<file path="config.mk">
export PLATFORM = sky130hd
export DESIGN_NAME = adc_conversion_control
export DESIGN_NICKNAME = d
export VERILOG_FILES = /design/src/design/acc_clk_div.v /design/src/design/adc_conversion_control.v
export VERILOG_INCLUDE_DIRS = /design/src /design/src/design
export SDC_FILE = /design/constraint.sdc
export NUM_CORES = 1
export LEC_CHECK = 0
export BUFFER_PORTS_ARGS = -buffer_cell sky130_fd_sc_hd__buf_4
export CAP_MARGIN = 20
export CORE_AREA = 5 5 99 101
export CTS_CLUSTER_DIAMETER = 50
export DETAILED_ROUTE_END_ITERATION = 10
export DIE_AREA = 0 0 104 106
export PLACE_DENSITY = 0.67
export SYNTH_ARGS = -nofsm -noshare
export SYNTH_HDL_FRONTEND = slang
export SYNTH_SLANG_ARGS = --single-unit
</file>
<file path="constraint.sdc">
create_clock -name sys_clk -period 2.84 [get_ports sys_clk]
set_input_delay 0.568 -clock sys_clk [delete_from_list [all_inputs] [get_ports sys_clk]]
set_output_delay 0.568 -clock sys_clk [all_outputs]
set_load 0.02 [all_outputs]
</file>
<file path="src/design/acc_defs.vh">
`ifndef ACC_DEFS_VH
`define ACC_DEFS_VH

// Register indexes (byte address = index * 4)
`define ACC_IDX_SETUP        16'h7160
`define ACC_IDX_CTRL         16'h7161
`define ACC_IDX_DATA         16'h7162
`define ACC_IDX_CHAN         16'h7163
`define ACC_ADDR_SETUP       18'h1_C580
`define ACC_ADDR_CTRL        18'h1_C584
`define ACC_ADDR_DATA        18'h1_C588
`define ACC_ADDR_CHAN        18'h1_C58C

// Setup fields
`define ACC_SET_BIAS         15
`define ACC_SET_EN           14
`define ACC_SET_DIV_HI       10
`define ACC_SET_DIV_LO       9
`define ACC_SET_EXT          8
`define ACC_SET_TMR          7
`define ACC_SETUP_RST        16'h8000
`define ACC_SETUP_MASK       16'hC780

// Control fields
`define ACC_CTL_FLAG         15
`define ACC_CTL_IE           14
`define ACC_CTL_RDY          7
`define ACC_CTL_START        6
`define ACC_CTL_SEL_HI       2

// Data register
`define ACC_RES_RST          10'h3FF
`define ACC_RES_LSB          6

// Conversion length in converter clocks, divider base
`define ACC_SAR_BITS         4'hA
`define ACC_SAMPLE_CLKS      4'h4
`define ACC_DIV_BASE         7'h08

`endif

</file>
<file path="src/design/acc_clk_div.v">
`timescale 1ns/1ps
`default_nettype none
// Converter clock tick generator: one pulse every 8/16/32/64 core clocks
module acc_clk_div (
  // Clock and reset
  input  wire       sys_clk,
  input  wire       resetn,
  // Control
  input  wire       run,
  input  wire [1:0] divSel,
  // Tick out
  output wire       tick
);
  `include "acc_defs.vh"

  reg  [6:0] cntReg;
  wire [6:0] limit;

  assign limit = (`ACC_DIV_BASE << divSel) - 7'h01;
  assign tick  = run && (cntReg >= limit);

  always @(posedge sys_clk or negedge resetn) begin
    if (!resetn) begin
      cntReg <= 7'h00;
    end else if (!run || tick) begin
      cntReg <= 7'h00;
    end else begin
      cntReg <= cntReg + 7'h01;
    end
  end
endmodule
`default_nettype wire

</file>
<file path="src/design/adc_conversion_control.v">
// Chosen here: the address-and-strobe port.
`timescale 1ns/1ps
`default_nettype none
module adc_conversion_control (
  // Clock and reset
  input  wire        sys_clk,
  input  wire        resetn,
  // Register port
  input  wire [17:0] regAddr,
  input  wire [15:0] regWdata,
  input  wire        regWr,
  input  wire        regRd,
  output reg  [15:0] regRdata,
  // Triggers and power state
  input  wire        triggerInputPin,
  input  wire        timerEvent,
  input  wire        standbyMode,
  // Analog core
  output wire        biasPowerOn,
  output wire        sampleHold,
  output wire        sarActive,
  output wire [2:0]  channelLatched,
  output wire [7:0]  pinAnalogEnable,
  input  wire        compareIn,
  // Interrupt request
  output wire        convIrq
);
  `include "acc_defs.vh"

  localparam ST_IDLE   = 2'd0;
  localparam ST_SAMPLE = 2'd1;
  localparam ST_SAR    = 2'd2;
  localparam ST_DONE   = 2'd3;

  reg  [15:0] setupReg;
  reg         flagReg;
  reg         irqEnReg;
  reg         readyReg;
  reg  [2:0]  selReg;
  reg  [7:0]  pinEnReg;
  reg  [9:0]  resultReg;
  reg  [9:0]  sarReg;
  reg  [9:0]  trialReg;
  reg  [2:0]  chanReg;
  reg  [1:0]  stateReg;
  reg  [3:0]  cntReg;
  reg         trigPrevReg;
  reg         firstPendReg;
  reg         enPrevReg;
  reg  [15:0] readMux;

  wire        wrSetup = regWr && (regAddr == `ACC_ADDR_SETUP);
  wire        wrCtrl  = regWr && (regAddr == `ACC_ADDR_CTRL);
  wire        wrChan  = regWr && (regAddr == `ACC_ADDR_CHAN);
  wire        convEn  = setupReg[`ACC_SET_EN];
  wire        tick;
  wire        extReq;
  wire        tmrReq;
  wire        manReq;
  wire        startReq;
  wire        doneNow;
  wire        dummyNow;
  wire        loadNow;
  wire        idleNow;
  wire        anyReq;
  wire        flagClr;
  wire        sampleLast;
  wire        sarLast;
  wire        sampleDone;
  wire        divRun;
  wire [2:0]  selNow;
  wire [9:0]  sarNext;
  wire [15:0] ctrlView;
  wire [15:0] dataView;
  wire [15:0] chanView;

  assign extReq   = setupReg[`ACC_SET_EXT] && triggerInputPin && !trigPrevReg;
  assign tmrReq   = setupReg[`ACC_SET_TMR] && timerEvent;
  assign manReq   = wrCtrl && regWdata[`ACC_CTL_START];
  assign idleNow  = (stateReg == ST_IDLE);
  assign anyReq   = extReq || tmrReq || manReq;
  // Busy or disabled converter drops the request, nothing is queued
  assign startReq = convEn && idleNow && anyReq;
  assign doneNow  = (stateReg == ST_DONE);
  assign flagClr  = wrCtrl && regWdata[`ACC_CTL_FLAG];
  // A start written together with a channel converts that new channel
  assign selNow   = wrCtrl ? regWdata[`ACC_CTL_SEL_HI:0] : selReg;
  assign sampleLast = (cntReg == `ACC_SAMPLE_CLKS - 4'h1);
  assign sarLast    = (cntReg == `ACC_SAR_BITS - 4'h1);
  assign sampleDone = sampleHold && tick && sampleLast;
  assign divRun     = convEn && (sampleHold || sarActive);
  // Dummy completion after the first enable from reset
  assign dummyNow = firstPendReg && convEn && !enPrevReg && (stateReg == ST_IDLE);
  assign loadNow  = doneNow || dummyNow;

  assign biasPowerOn     = setupReg[`ACC_SET_BIAS] && !standbyMode;
  assign sampleHold      = (stateReg == ST_SAMPLE);
  assign sarActive       = (stateReg == ST_SAR);
  assign channelLatched  = chanReg;
  assign pinAnalogEnable = pinEnReg;
  assign convIrq         = flagReg && irqEnReg;
  assign ctrlView        = {flagReg, irqEnReg, 6'h00, readyReg, 4'h0, selReg};
  assign dataView        = {resultReg, 6'h00};
  assign chanView        = {8'h00, pinEnReg};

  // Trial bit settles to the comparator answer, the next one below is tried
  genvar bitIdx;
  generate
    for (bitIdx = 0; bitIdx < 10; bitIdx = bitIdx + 1) begin : g_sar
      if (bitIdx == 9) begin : g_top
        assign sarNext[bitIdx] = trialReg[bitIdx] ? compareIn : sarReg[bitIdx];
      end else begin : g_low
        assign sarNext[bitIdx] = trialReg[bitIdx]     ? compareIn :
                                 trialReg[bitIdx + 1] ? 1'b1 : sarReg[bitIdx];
      end
    end
  endgenerate

  acc_clk_div uDiv (
    .sys_clk (sys_clk),
    .resetn  (resetn),
    .run     (divRun),
    .divSel  (setupReg[`ACC_SET_DIV_HI:`ACC_SET_DIV_LO]),
    .tick    (tick)
  );

  // Register writes
  always @(posedge sys_clk or negedge resetn) begin
    if (!resetn) begin
      setupReg <= `ACC_SETUP_RST;
      irqEnReg <= 1'b0;
      selReg   <= 3'h0;
    end else begin
      if (wrSetup) begin
        setupReg <= regWdata & `ACC_SETUP_MASK;
      end
      if (wrCtrl) begin
        irqEnReg <= regWdata[`ACC_CTL_IE];
        selReg   <= regWdata[`ACC_CTL_SEL_HI:0];
      end
    end
  end

  // Previous-cycle copies; reset values match the idle pin and a cleared enable
  always @(posedge sys_clk or negedge resetn) begin
    if (!resetn) begin
      trigPrevReg <= 1'b0;
      enPrevReg   <= 1'b0;
    end else begin
      trigPrevReg <= triggerInputPin;
      enPrevReg   <= convEn;
    end
  end

  // One enable flop per shared pin
  genvar pinIdx;
  generate
    for (pinIdx = 0; pinIdx < 8; pinIdx = pinIdx + 1) begin : g_pin
      always @(posedge sys_clk or negedge resetn) begin
        if (!resetn) begin
          pinEnReg[pinIdx] <= 1'b0;
        end else if (wrChan) begin
          pinEnReg[pinIdx] <= regWdata[pinIdx];
        end
      end
    end
  endgenerate

  // Flags; a set in the same cycle as a clear wins
  always @(posedge sys_clk or negedge resetn) begin
    if (!resetn) begin
      flagReg   <= 1'b0;
      readyReg  <= 1'b0;
      resultReg <= `ACC_RES_RST;
    end else begin
      if (loadNow) begin
        flagReg <= 1'b1;
      end else if (flagClr) begin
        flagReg <= 1'b0;
      end
      if (loadNow) begin
        readyReg <= 1'b1;
      end else if (startReq) begin
        readyReg <= 1'b0;
      end
      // Dummy completion leaves the reset data in place
      if (doneNow) begin
        resultReg <= sarReg;
      end
    end
  end

  // Dummy completion is offered once after reset
  always @(posedge sys_clk or negedge resetn) begin
    if (!resetn) begin
      firstPendReg <= 1'b1;
    end else if (dummyNow) begin
      firstPendReg <= 1'b0;
    end
  end

  // Conversion sequencer: sample for some converter clocks, then one bit per clock
  // Clearing the enable aborts a conversion and keeps the old result
  always @(posedge sys_clk or negedge resetn) begin
    if (!resetn) begin
      stateReg <= ST_IDLE;
      cntReg   <= 4'h0;
    end else if (!convEn) begin
      stateReg <= ST_IDLE;
      cntReg   <= 4'h0;
    end else begin
      case (stateReg)
        ST_IDLE: begin
          if (startReq) begin
            cntReg   <= 4'h0;
            stateReg <= ST_SAMPLE;
          end
        end
        ST_SAMPLE: begin
          if (tick) begin
            if (sampleLast) begin
              cntReg   <= 4'h0;
              stateReg <= ST_SAR;
            end else begin
              cntReg <= cntReg + 4'h1;
            end
          end
        end
        ST_SAR: begin
          if (tick) begin
            if (sarLast) begin
              stateReg <= ST_DONE;
            end else begin
              cntReg <= cntReg + 4'h1;
            end
          end
        end
        ST_DONE: begin
          stateReg <= ST_IDLE;
        end
        default: begin
          stateReg <= ST_IDLE;
        end
      endcase
    end
  end

  // Channel latched once per conversion
  always @(posedge sys_clk or negedge resetn) begin
    if (!resetn) begin
      chanReg <= 3'h0;
    end else if (startReq) begin
      chanReg <= selNow;
    end
  end

  // Result and trial registers, top bit tried first
  always @(posedge sys_clk or negedge resetn) begin
    if (!resetn) begin
      sarReg   <= 10'h000;
      trialReg <= 10'h000;
    end else if (sampleDone) begin
      sarReg   <= 10'h200;
      trialReg <= 10'h200;
    end else if (sarActive && tick) begin
      sarReg   <= sarNext;
      trialReg <= trialReg >> 1;
    end
  end

  // Read data mux; unmapped addresses read zero
  always @* begin
    readMux = 16'h0000;
    case (regAddr)
      `ACC_ADDR_SETUP: readMux = setupReg;
      `ACC_ADDR_CTRL:  readMux = ctrlView;
      `ACC_ADDR_DATA:  readMux = dataView;
      `ACC_ADDR_CHAN:  readMux = chanView;
      default:         readMux = 16'h0000;
    endcase
  end

  // Read port, data valid only in the cycle after the strobe
  always @(posedge sys_clk or negedge resetn) begin
    if (!resetn) begin
      regRdata <= 16'h0000;
    end else if (regRd) begin
      regRdata <= readMux;
    end else begin
      regRdata <= 16'h0000;
    end
  end
endmodule
`default_nettype wire

</file>
Yosys cells after proc, flatten, opt, wreduce, memory -nomap -nowiden
Index checks and enable logic that the tools add are counted.
{"block": "word_totals", "reg_bits": 85, "input_bits": 42, "out_inout_bits": 31, "elab_cells": 154}
{"block": "classes", "n_eq_ne": 16, "n_reduce_logical": 55, "mux": 45, "shift": 1, "order_cmp": 1, "addsub": 3}
{"cell": "== test 18 x 17 -> 1 bit, second input constant", "count": 4}
{"cell": "one-hot mux 16 bit (4 select lines)", "count": 1}
{"cell": "two-way mux 10 bit", "count": 4}
{"cell": "nonzero test 3 bit", "count": 9}
{"cell": "two-way mux 4 bit", "count": 6}
{"cell": "two-way mux 1 bit", "count": 23}
{"cell": "logical AND 1 bit", "count": 20}
{"cell": "AND reduction 2 bit", "count": 10}
{"cell": "two-way mux 16 bit", "count": 1}
{"cell": "two-way mux 2 bit", "count": 6}
{"cell": "!= test 3 x 2 -> 1 bit, second input constant", "count": 4}
{"cell": "one-hot mux 4 bit (3 select lines)", "count": 1}
{"cell": "AND reduction 5 bit", "count": 2}
{"cell": "one-hot mux 2 bit (4 select lines)", "count": 1}
{"cell": "nonzero test 2 bit", "count": 4}
{"cell": "adder 7 x 1 -> 7 bit, second input constant", "count": 1}
{"cell": "greater-or-equal comparator 7 bit", "count": 1}
{"cell": "two-way mux 7 bit", "count": 1}
{"cell": "<< shifter 4 x 2 -> 7 bit, first input constant", "count": 1}
{"cell": "subtractor 7 x 1 -> 7 bit, second input constant", "count": 1}
{"cell": "!= test 3 bit, second input constant", "count": 2}
{"cell": "logical OR 1 bit", "count": 5}
{"cell": "adder 4 x 1 -> 4 bit, second input constant", "count": 1}
{"cell": "== test 2 bit, second input constant", "count": 2}
{"cell": "other kinds (7)", "count": 10}

Longest topological paths before layout
{"block": "depth", "word_depth": 8, "depth_mapped": 8, "mapped_depth_nobuf": 7}

Cells and area by module
From an unflattened synthesis, not the netlist that was laid out.
{"block": "unflattened", "cells_unflattened": 347, "hier_area_um2": 3971.3}
{"module": "adc_conversion_control", "seq_area_each_um2": 1966.9, "area_per_inst_um2": 3534.6, "instances": 1, "cells_per_inst": 303}
{"module": "acc_clk_div", "seq_area_each_um2": 175.2, "area_per_inst_um2": 436.7, "instances": 1, "cells_per_inst": 44}

Worst setup path before layout
Ideal clock, no wire load.
{"block": "synth_timing", "path_type": "reg-to-reg", "from": "register stateReg[0]", "to": "register cntReg[1]", "arrival_ps": 1936, "required_ps": 2715, "setup_ps": 125, "slack_ps": 779, "synth_period_minus_slack_ps": 2061, "path_buffers": 1, "stages_incl_launch_ff": 9, "cell_sequence": "dfrtp_1 inv_1 ha_1 clkbuf_1 inv_1 o22ai_1 or3_4 a31oi_4 mux2_4"}
{"block": "synth_between", "elab_chain_cells": 6, "word_cells_on_any_way": 16, "cone_classes": "7 x eq/ne; 2 x mux; 7 x reduce/logical"}
{"item": "start: declaration", "line_no": "adc_conversion_control.v:45", "source": "reg [1:0] stateReg;"}
{"item": "start signal: assignment", "line_no": "adc_conversion_control.v:206", "source": "stateReg <= ST_IDLE;"}
{"item": "start signal: assignment", "line_no": "adc_conversion_control.v:209", "source": "stateReg <= ST_IDLE;"}
{"item": "start signal: assignment", "line_no": "adc_conversion_control.v:216", "source": "stateReg <= ST_SAMPLE;"}
{"item": "== test 2 bit (*)", "line_no": "adc_conversion_control.v:98", "source": "assign sarActive = (stateReg == ST_SAR);"}
{"item": "via sarActive", "line_no": "adc_conversion_control.v:21", "source": "output wire sarActive,"}
{"item": "logical OR 1 bit", "line_no": "adc_conversion_control.v:91", "source": "assign divRun = convEn && (sampleHold || sarActive);"}
{"item": "logical AND 1 bit", "line_no": "adc_conversion_control.v:91"}
{"item": "logical AND 1 bit", "line_no": "acc_clk_div.v:20", "source": "assign tick = run && (cntReg >= limit);"}
{"item": "!= test 3 x 2 -> 1 bit (no line)"}
{"item": "AND reduction 5 bit (no line)"}
{"item": "end signal: assignment", "line_no": "adc_conversion_control.v:225", "source": "cntReg <= cntReg + 4'h1;"}
{"item": "end signal: assignment", "line_no": "adc_conversion_control.v:234", "source": "cntReg <= cntReg + 4'h1;"}
{"item": "end: declaration", "line_no": "adc_conversion_control.v:46", "source": "reg [3:0] cntReg;"}
The timed path passes the listed nets; every way through them passes the cells marked *.
A chain may end at the register's enable or synchronous reset.

Worst setup path in the final report
{"block": "layout_timing", "from": "register setupReg[9]", "to": "register sarReg[9]"}
{"block": "layout_between", "elab_chain_cells": 8, "word_cells_on_any_way": 11, "cone_classes": "1 x add/sub; 1 x order compare; 1 x shift; 1 x mux; 7 x reduce/logical"}
{"item": "start: declaration", "line_no": "adc_conversion_control.v:35", "source": "reg [15:0] setupReg;"}
{"item": "start signal: assignment", "line_no": "adc_conversion_control.v:130", "source": "setupReg <= `ACC_SETUP_RST;"}
{"item": "start signal: assignment", "line_no": "adc_conversion_control.v:135", "source": "setupReg <= regWdata & `ACC_SETUP_MASK;"}
{"item": "<< shifter 4 x 2 -> 7 bit (no line) (*)"}
{"item": "subtractor 7 x 1 -> 7 bit (*)", "line_no": "acc_clk_div.v:19", "source": "assign limit = (`ACC_DIV_BASE << divSel) - 7'h01;"}
{"item": "greater-or-equal comparator 7 bit (*)", "line_no": "acc_clk_div.v:20"}
{"item": "logical AND 1 bit (*)", "line_no": "acc_clk_div.v:20"}
{"item": "logical AND 1 bit (2 in series)", "line_no": "adc_conversion_control.v:90", "source": "assign sampleDone = sampleHold && tick && sampleLast;"}
{"item": "nonzero test 2 bit (no line)"}
{"item": "AND reduction 2 bit (no line)"}
{"item": "end signal: assignment", "line_no": "adc_conversion_control.v:266", "source": "sarReg <= sarNext;"}
{"item": "end: declaration", "line_no": "adc_conversion_control.v:42", "source": "reg [9:0] sarReg;"}
Mark *: on every way between the ends. The rest lies on a longest branch, timed or not.

==> flow_summary.yaml <==
grt:
  grt_pass1_vias: 2817
  grt_max_degree: 81
  grt-ovfl-total: 0
  grt_pass1_wl_um: 14500
  antenna_found_initial: 0
  grt_use_total: 0.161
floorplan:
  io_pins: 73
  start_util: 0.445
  rows: 35
  die_h_um: 106
  coreArea_um2: 8930
  die-area_um2: 11000
  dieWidth_um: 104
timing:
  fin_skew_ps: 7.56
  fmax_mhz: 429
  worst_pin_slew_ps: 531
  fin_ws_ps: 508
  hold_viol: 0
  slew_headroom: 0.645
  rsz0062_at_grt: "no"
  post-route-period-util: 0.821
  fin_tns_setup_ps: 0
  report.final.slew_viol_count: 0
  setup_viol: 0
  min_period_ps: 2330
routing:
  wl_um: 8430
  wl_per_cell_um: 16.3
  ant_nets: 0
  drtIter0Drc: 123
  firstDrtPassIters: 4
  routed_via_density: 5.38
  drc_errors: 0
  vias: 2787
cts:
  htreeDepth: 3
  cts_tree: "yes"
  post_cts_resized: 0
  cts_buffer_depth: 2
  cts.sinks: 85
  hold_buffers: 0
  cts_buffers: 9
  clk_pin_slew_worst_paths_ps: 90
  cts-root-buf: "clkbuf_8"
  clock_latency_ps: 350
  post-cts-setup-buffer-count: 0
power_and_ir_drop:
  total_power_mw: 2.18
  powerDensity_nw_per_um2: 454
  leakagePower_nw: 2.32
  vdd_ir_drop_max_mv: 0.300
synthesis:
  synth.most_common_cell: "dfrtp_1"
  synth_nets: 383
  syn-cell-area_um2: 3980
  netlist.area_leader.share: 0.459
  synth.distinct_cells: 57
  synth_commonest_cells: "dfrtp_1, mux2_2, nor2_1"
  seq_area_frac_synth: 0.539
  synth-seq-cells: 85
  synthTopCellsByArea: "dfrtp_1, dfstp_2, mux2_2, ha_1, mux2i_1"
  ys.flop_type: "dfrtp_1"
  synth_top_area_cell: "dfrtp_1"
  yosys_warnings: 0
  synthArstFlopShare: 1.00
  syn_inst: 329
  synth-edff-count: 0
  syn_area_per_cell_um2: 12.1
placed_design:
  pre_cts_ws_ps: 503
  dpl_cell_area_um2: 4590
  hpwl_um: 6060
  io_buffers: 69
  globalplace.congestion: 0.824
setup_path:
  crit_required_ps: 3080
  end_kind: "flip-flop"
  rr_worst_depth: 7
  critical_path_class: "flip-flop to flip-flop"
  path_cells: "nand2_1 > ha_1 > nand3_1 > nor3_2 > o211a_1 > a21boi_0 > a311o_1"
  startpoint: "setupReg[9]$_DFFE_PN0P_"
  crit_arrival_ps: 2580
  cp_slowest_cell: "dfrtp_1"
  critPathMaxStageDelay_ps: 450
  start_kind: "flip-flop"
  path_max_fanout: 15
  r2r_slack_ps: 510
  cp_top_family: "compound AO/OA/AOI/OAI gates"
  crit_buf_inv: 0
  r2r-end: "sarReg[9]$_DFFE_PN0P_"
  rr_startpoint: "setupReg[9]$_DFFE_PN0P_"
final_layout:
  num_antenna_cells: 0
  final_area_um2: 4810
  final_core_util: 0.539
  fill_cells: 776
  drive_gt1_frac: 0.364
  area_growth_syn_to_layout_pct: 21.0
  num-nets-final: 456
hold_path:
  hold_class: "input port to asynchronous set/reset pin"
job:
  max_cap_violations: 0
status:
  status: "complete, no violations"
## cell type report
type / count / area (um^2) / area share
clock inverters: 6 / 71.3 / 0.0148
well taps: 111 / 139 / 0.0289
multi-input cells: 214 / 1700 / 0.354
clock buffers: 10 / 128 / 0.0265
inverters: 20 / 75.1 / 0.0156
repair buffers: 72 / 553 / 0.115
flip-flops and latches: 85 / 2140 / 0.445
## layer usage
| layer | GRT usage | part of all wire |
|---|---|---|
| met5 | 0 | 0 |
| met1 | 0.215 | 0.46 |
| met4 | 0.0555 | 0.015 |
| met3 | 0.0443 | 0.049 |
| met2 | 0.253 | 0.48 |
## worst max path at each step
stage          slack [ps]  cells after the start                             to
3_3_place_gp          550                      6  channelLatched[1]$_DFFE_PN0P_
3_5_place_dp          500                      6  channelLatched[1]$_DFFE_PN0P_
4_1_cts               510                      7          sarReg[9]$_DFFE_PN0P_
6_report              510                      7          sarReg[9]$_DFFE_PN0P_
5_1_grt               300                      7          sarReg[2]$_DFFE_PN0P_
2_1_floorplan         780                      8          cntReg[1]$_DFFE_PN0P_
## metrics by stage
step           hold WS [ps]  std cells
6_report                156        518
5_1_grt                 184        518
4_1_cts                 323        517
3_5_place_dp            477        501
3_3_place_gp            474        501
2_1_floorplan           272        329
## kinds of logic (layout without fill, tap and decap cells)
| group | Yosys count | after routing | synth area share |
|---|---|---|---|
| flip-flops | 85 | 85 | 0.539 |
| buffers and inverters | 30 | 108 | 0.0330 |
| AND/OR/NAND/NOR | 95 | 95 | 0.142 |
| XOR/XNOR | 5 | 5 | 0.0110 |
| AO/OA/AOI/OAI | 56 | 56 | 0.106 |
| multiplexers | 45 | 45 | 0.130 |
| other | 1 | 1 | 0.000943 |
| adder cells (fa/ha/maj) | 12 | 12 | 0.0378 |
## power breakdown
group          total (mW)  switching (mW)  internal, mW
clock network       0.871           0.456         0.415
registers            1.21        0.000184          1.21
logic               0.102          0.0515        0.0507
total                2.18           0.508          1.68
## layout by cell type (no fill, tap or decap), drive strengths merged, types with 5 or more instances in the layout
cell type,Yosys,final
dfrtp,73,73
buf,5,72
mux2,32,32
nor2,25,25
inv,20,22
nand2,15,15
mux2i,12,12
o21ai,12,12
ha,12,12
dfstp,12,12
nand3,12,12
a21oi,11,11
and3,11,11
clkbuf,5,10
a221oi,9,9
nor3,6,6
a22o,5,5
nor2b,5,5
## state kept, by name, indices dropped and copies added, names as in the netlist, 2 cells and up
name and cells:
pinAnalogEnable 8, trialReg 10, setupReg 6, sarReg 10
stateReg 2, cntReg 4, uDiv.cntReg 7, resultReg 10
selReg 3, regRdata 16, channelLatched 3
## worst register-to-register path, stage by stage (launching register included)
cell and delay [ps]:
dfrtp_1 450, nand2_1 80, ha_1 310, nand3_1 120, nor3_2 340, o211a_1 440
a21boi_0 150, a311o_1 320
(Power assumes the default switching activity.)
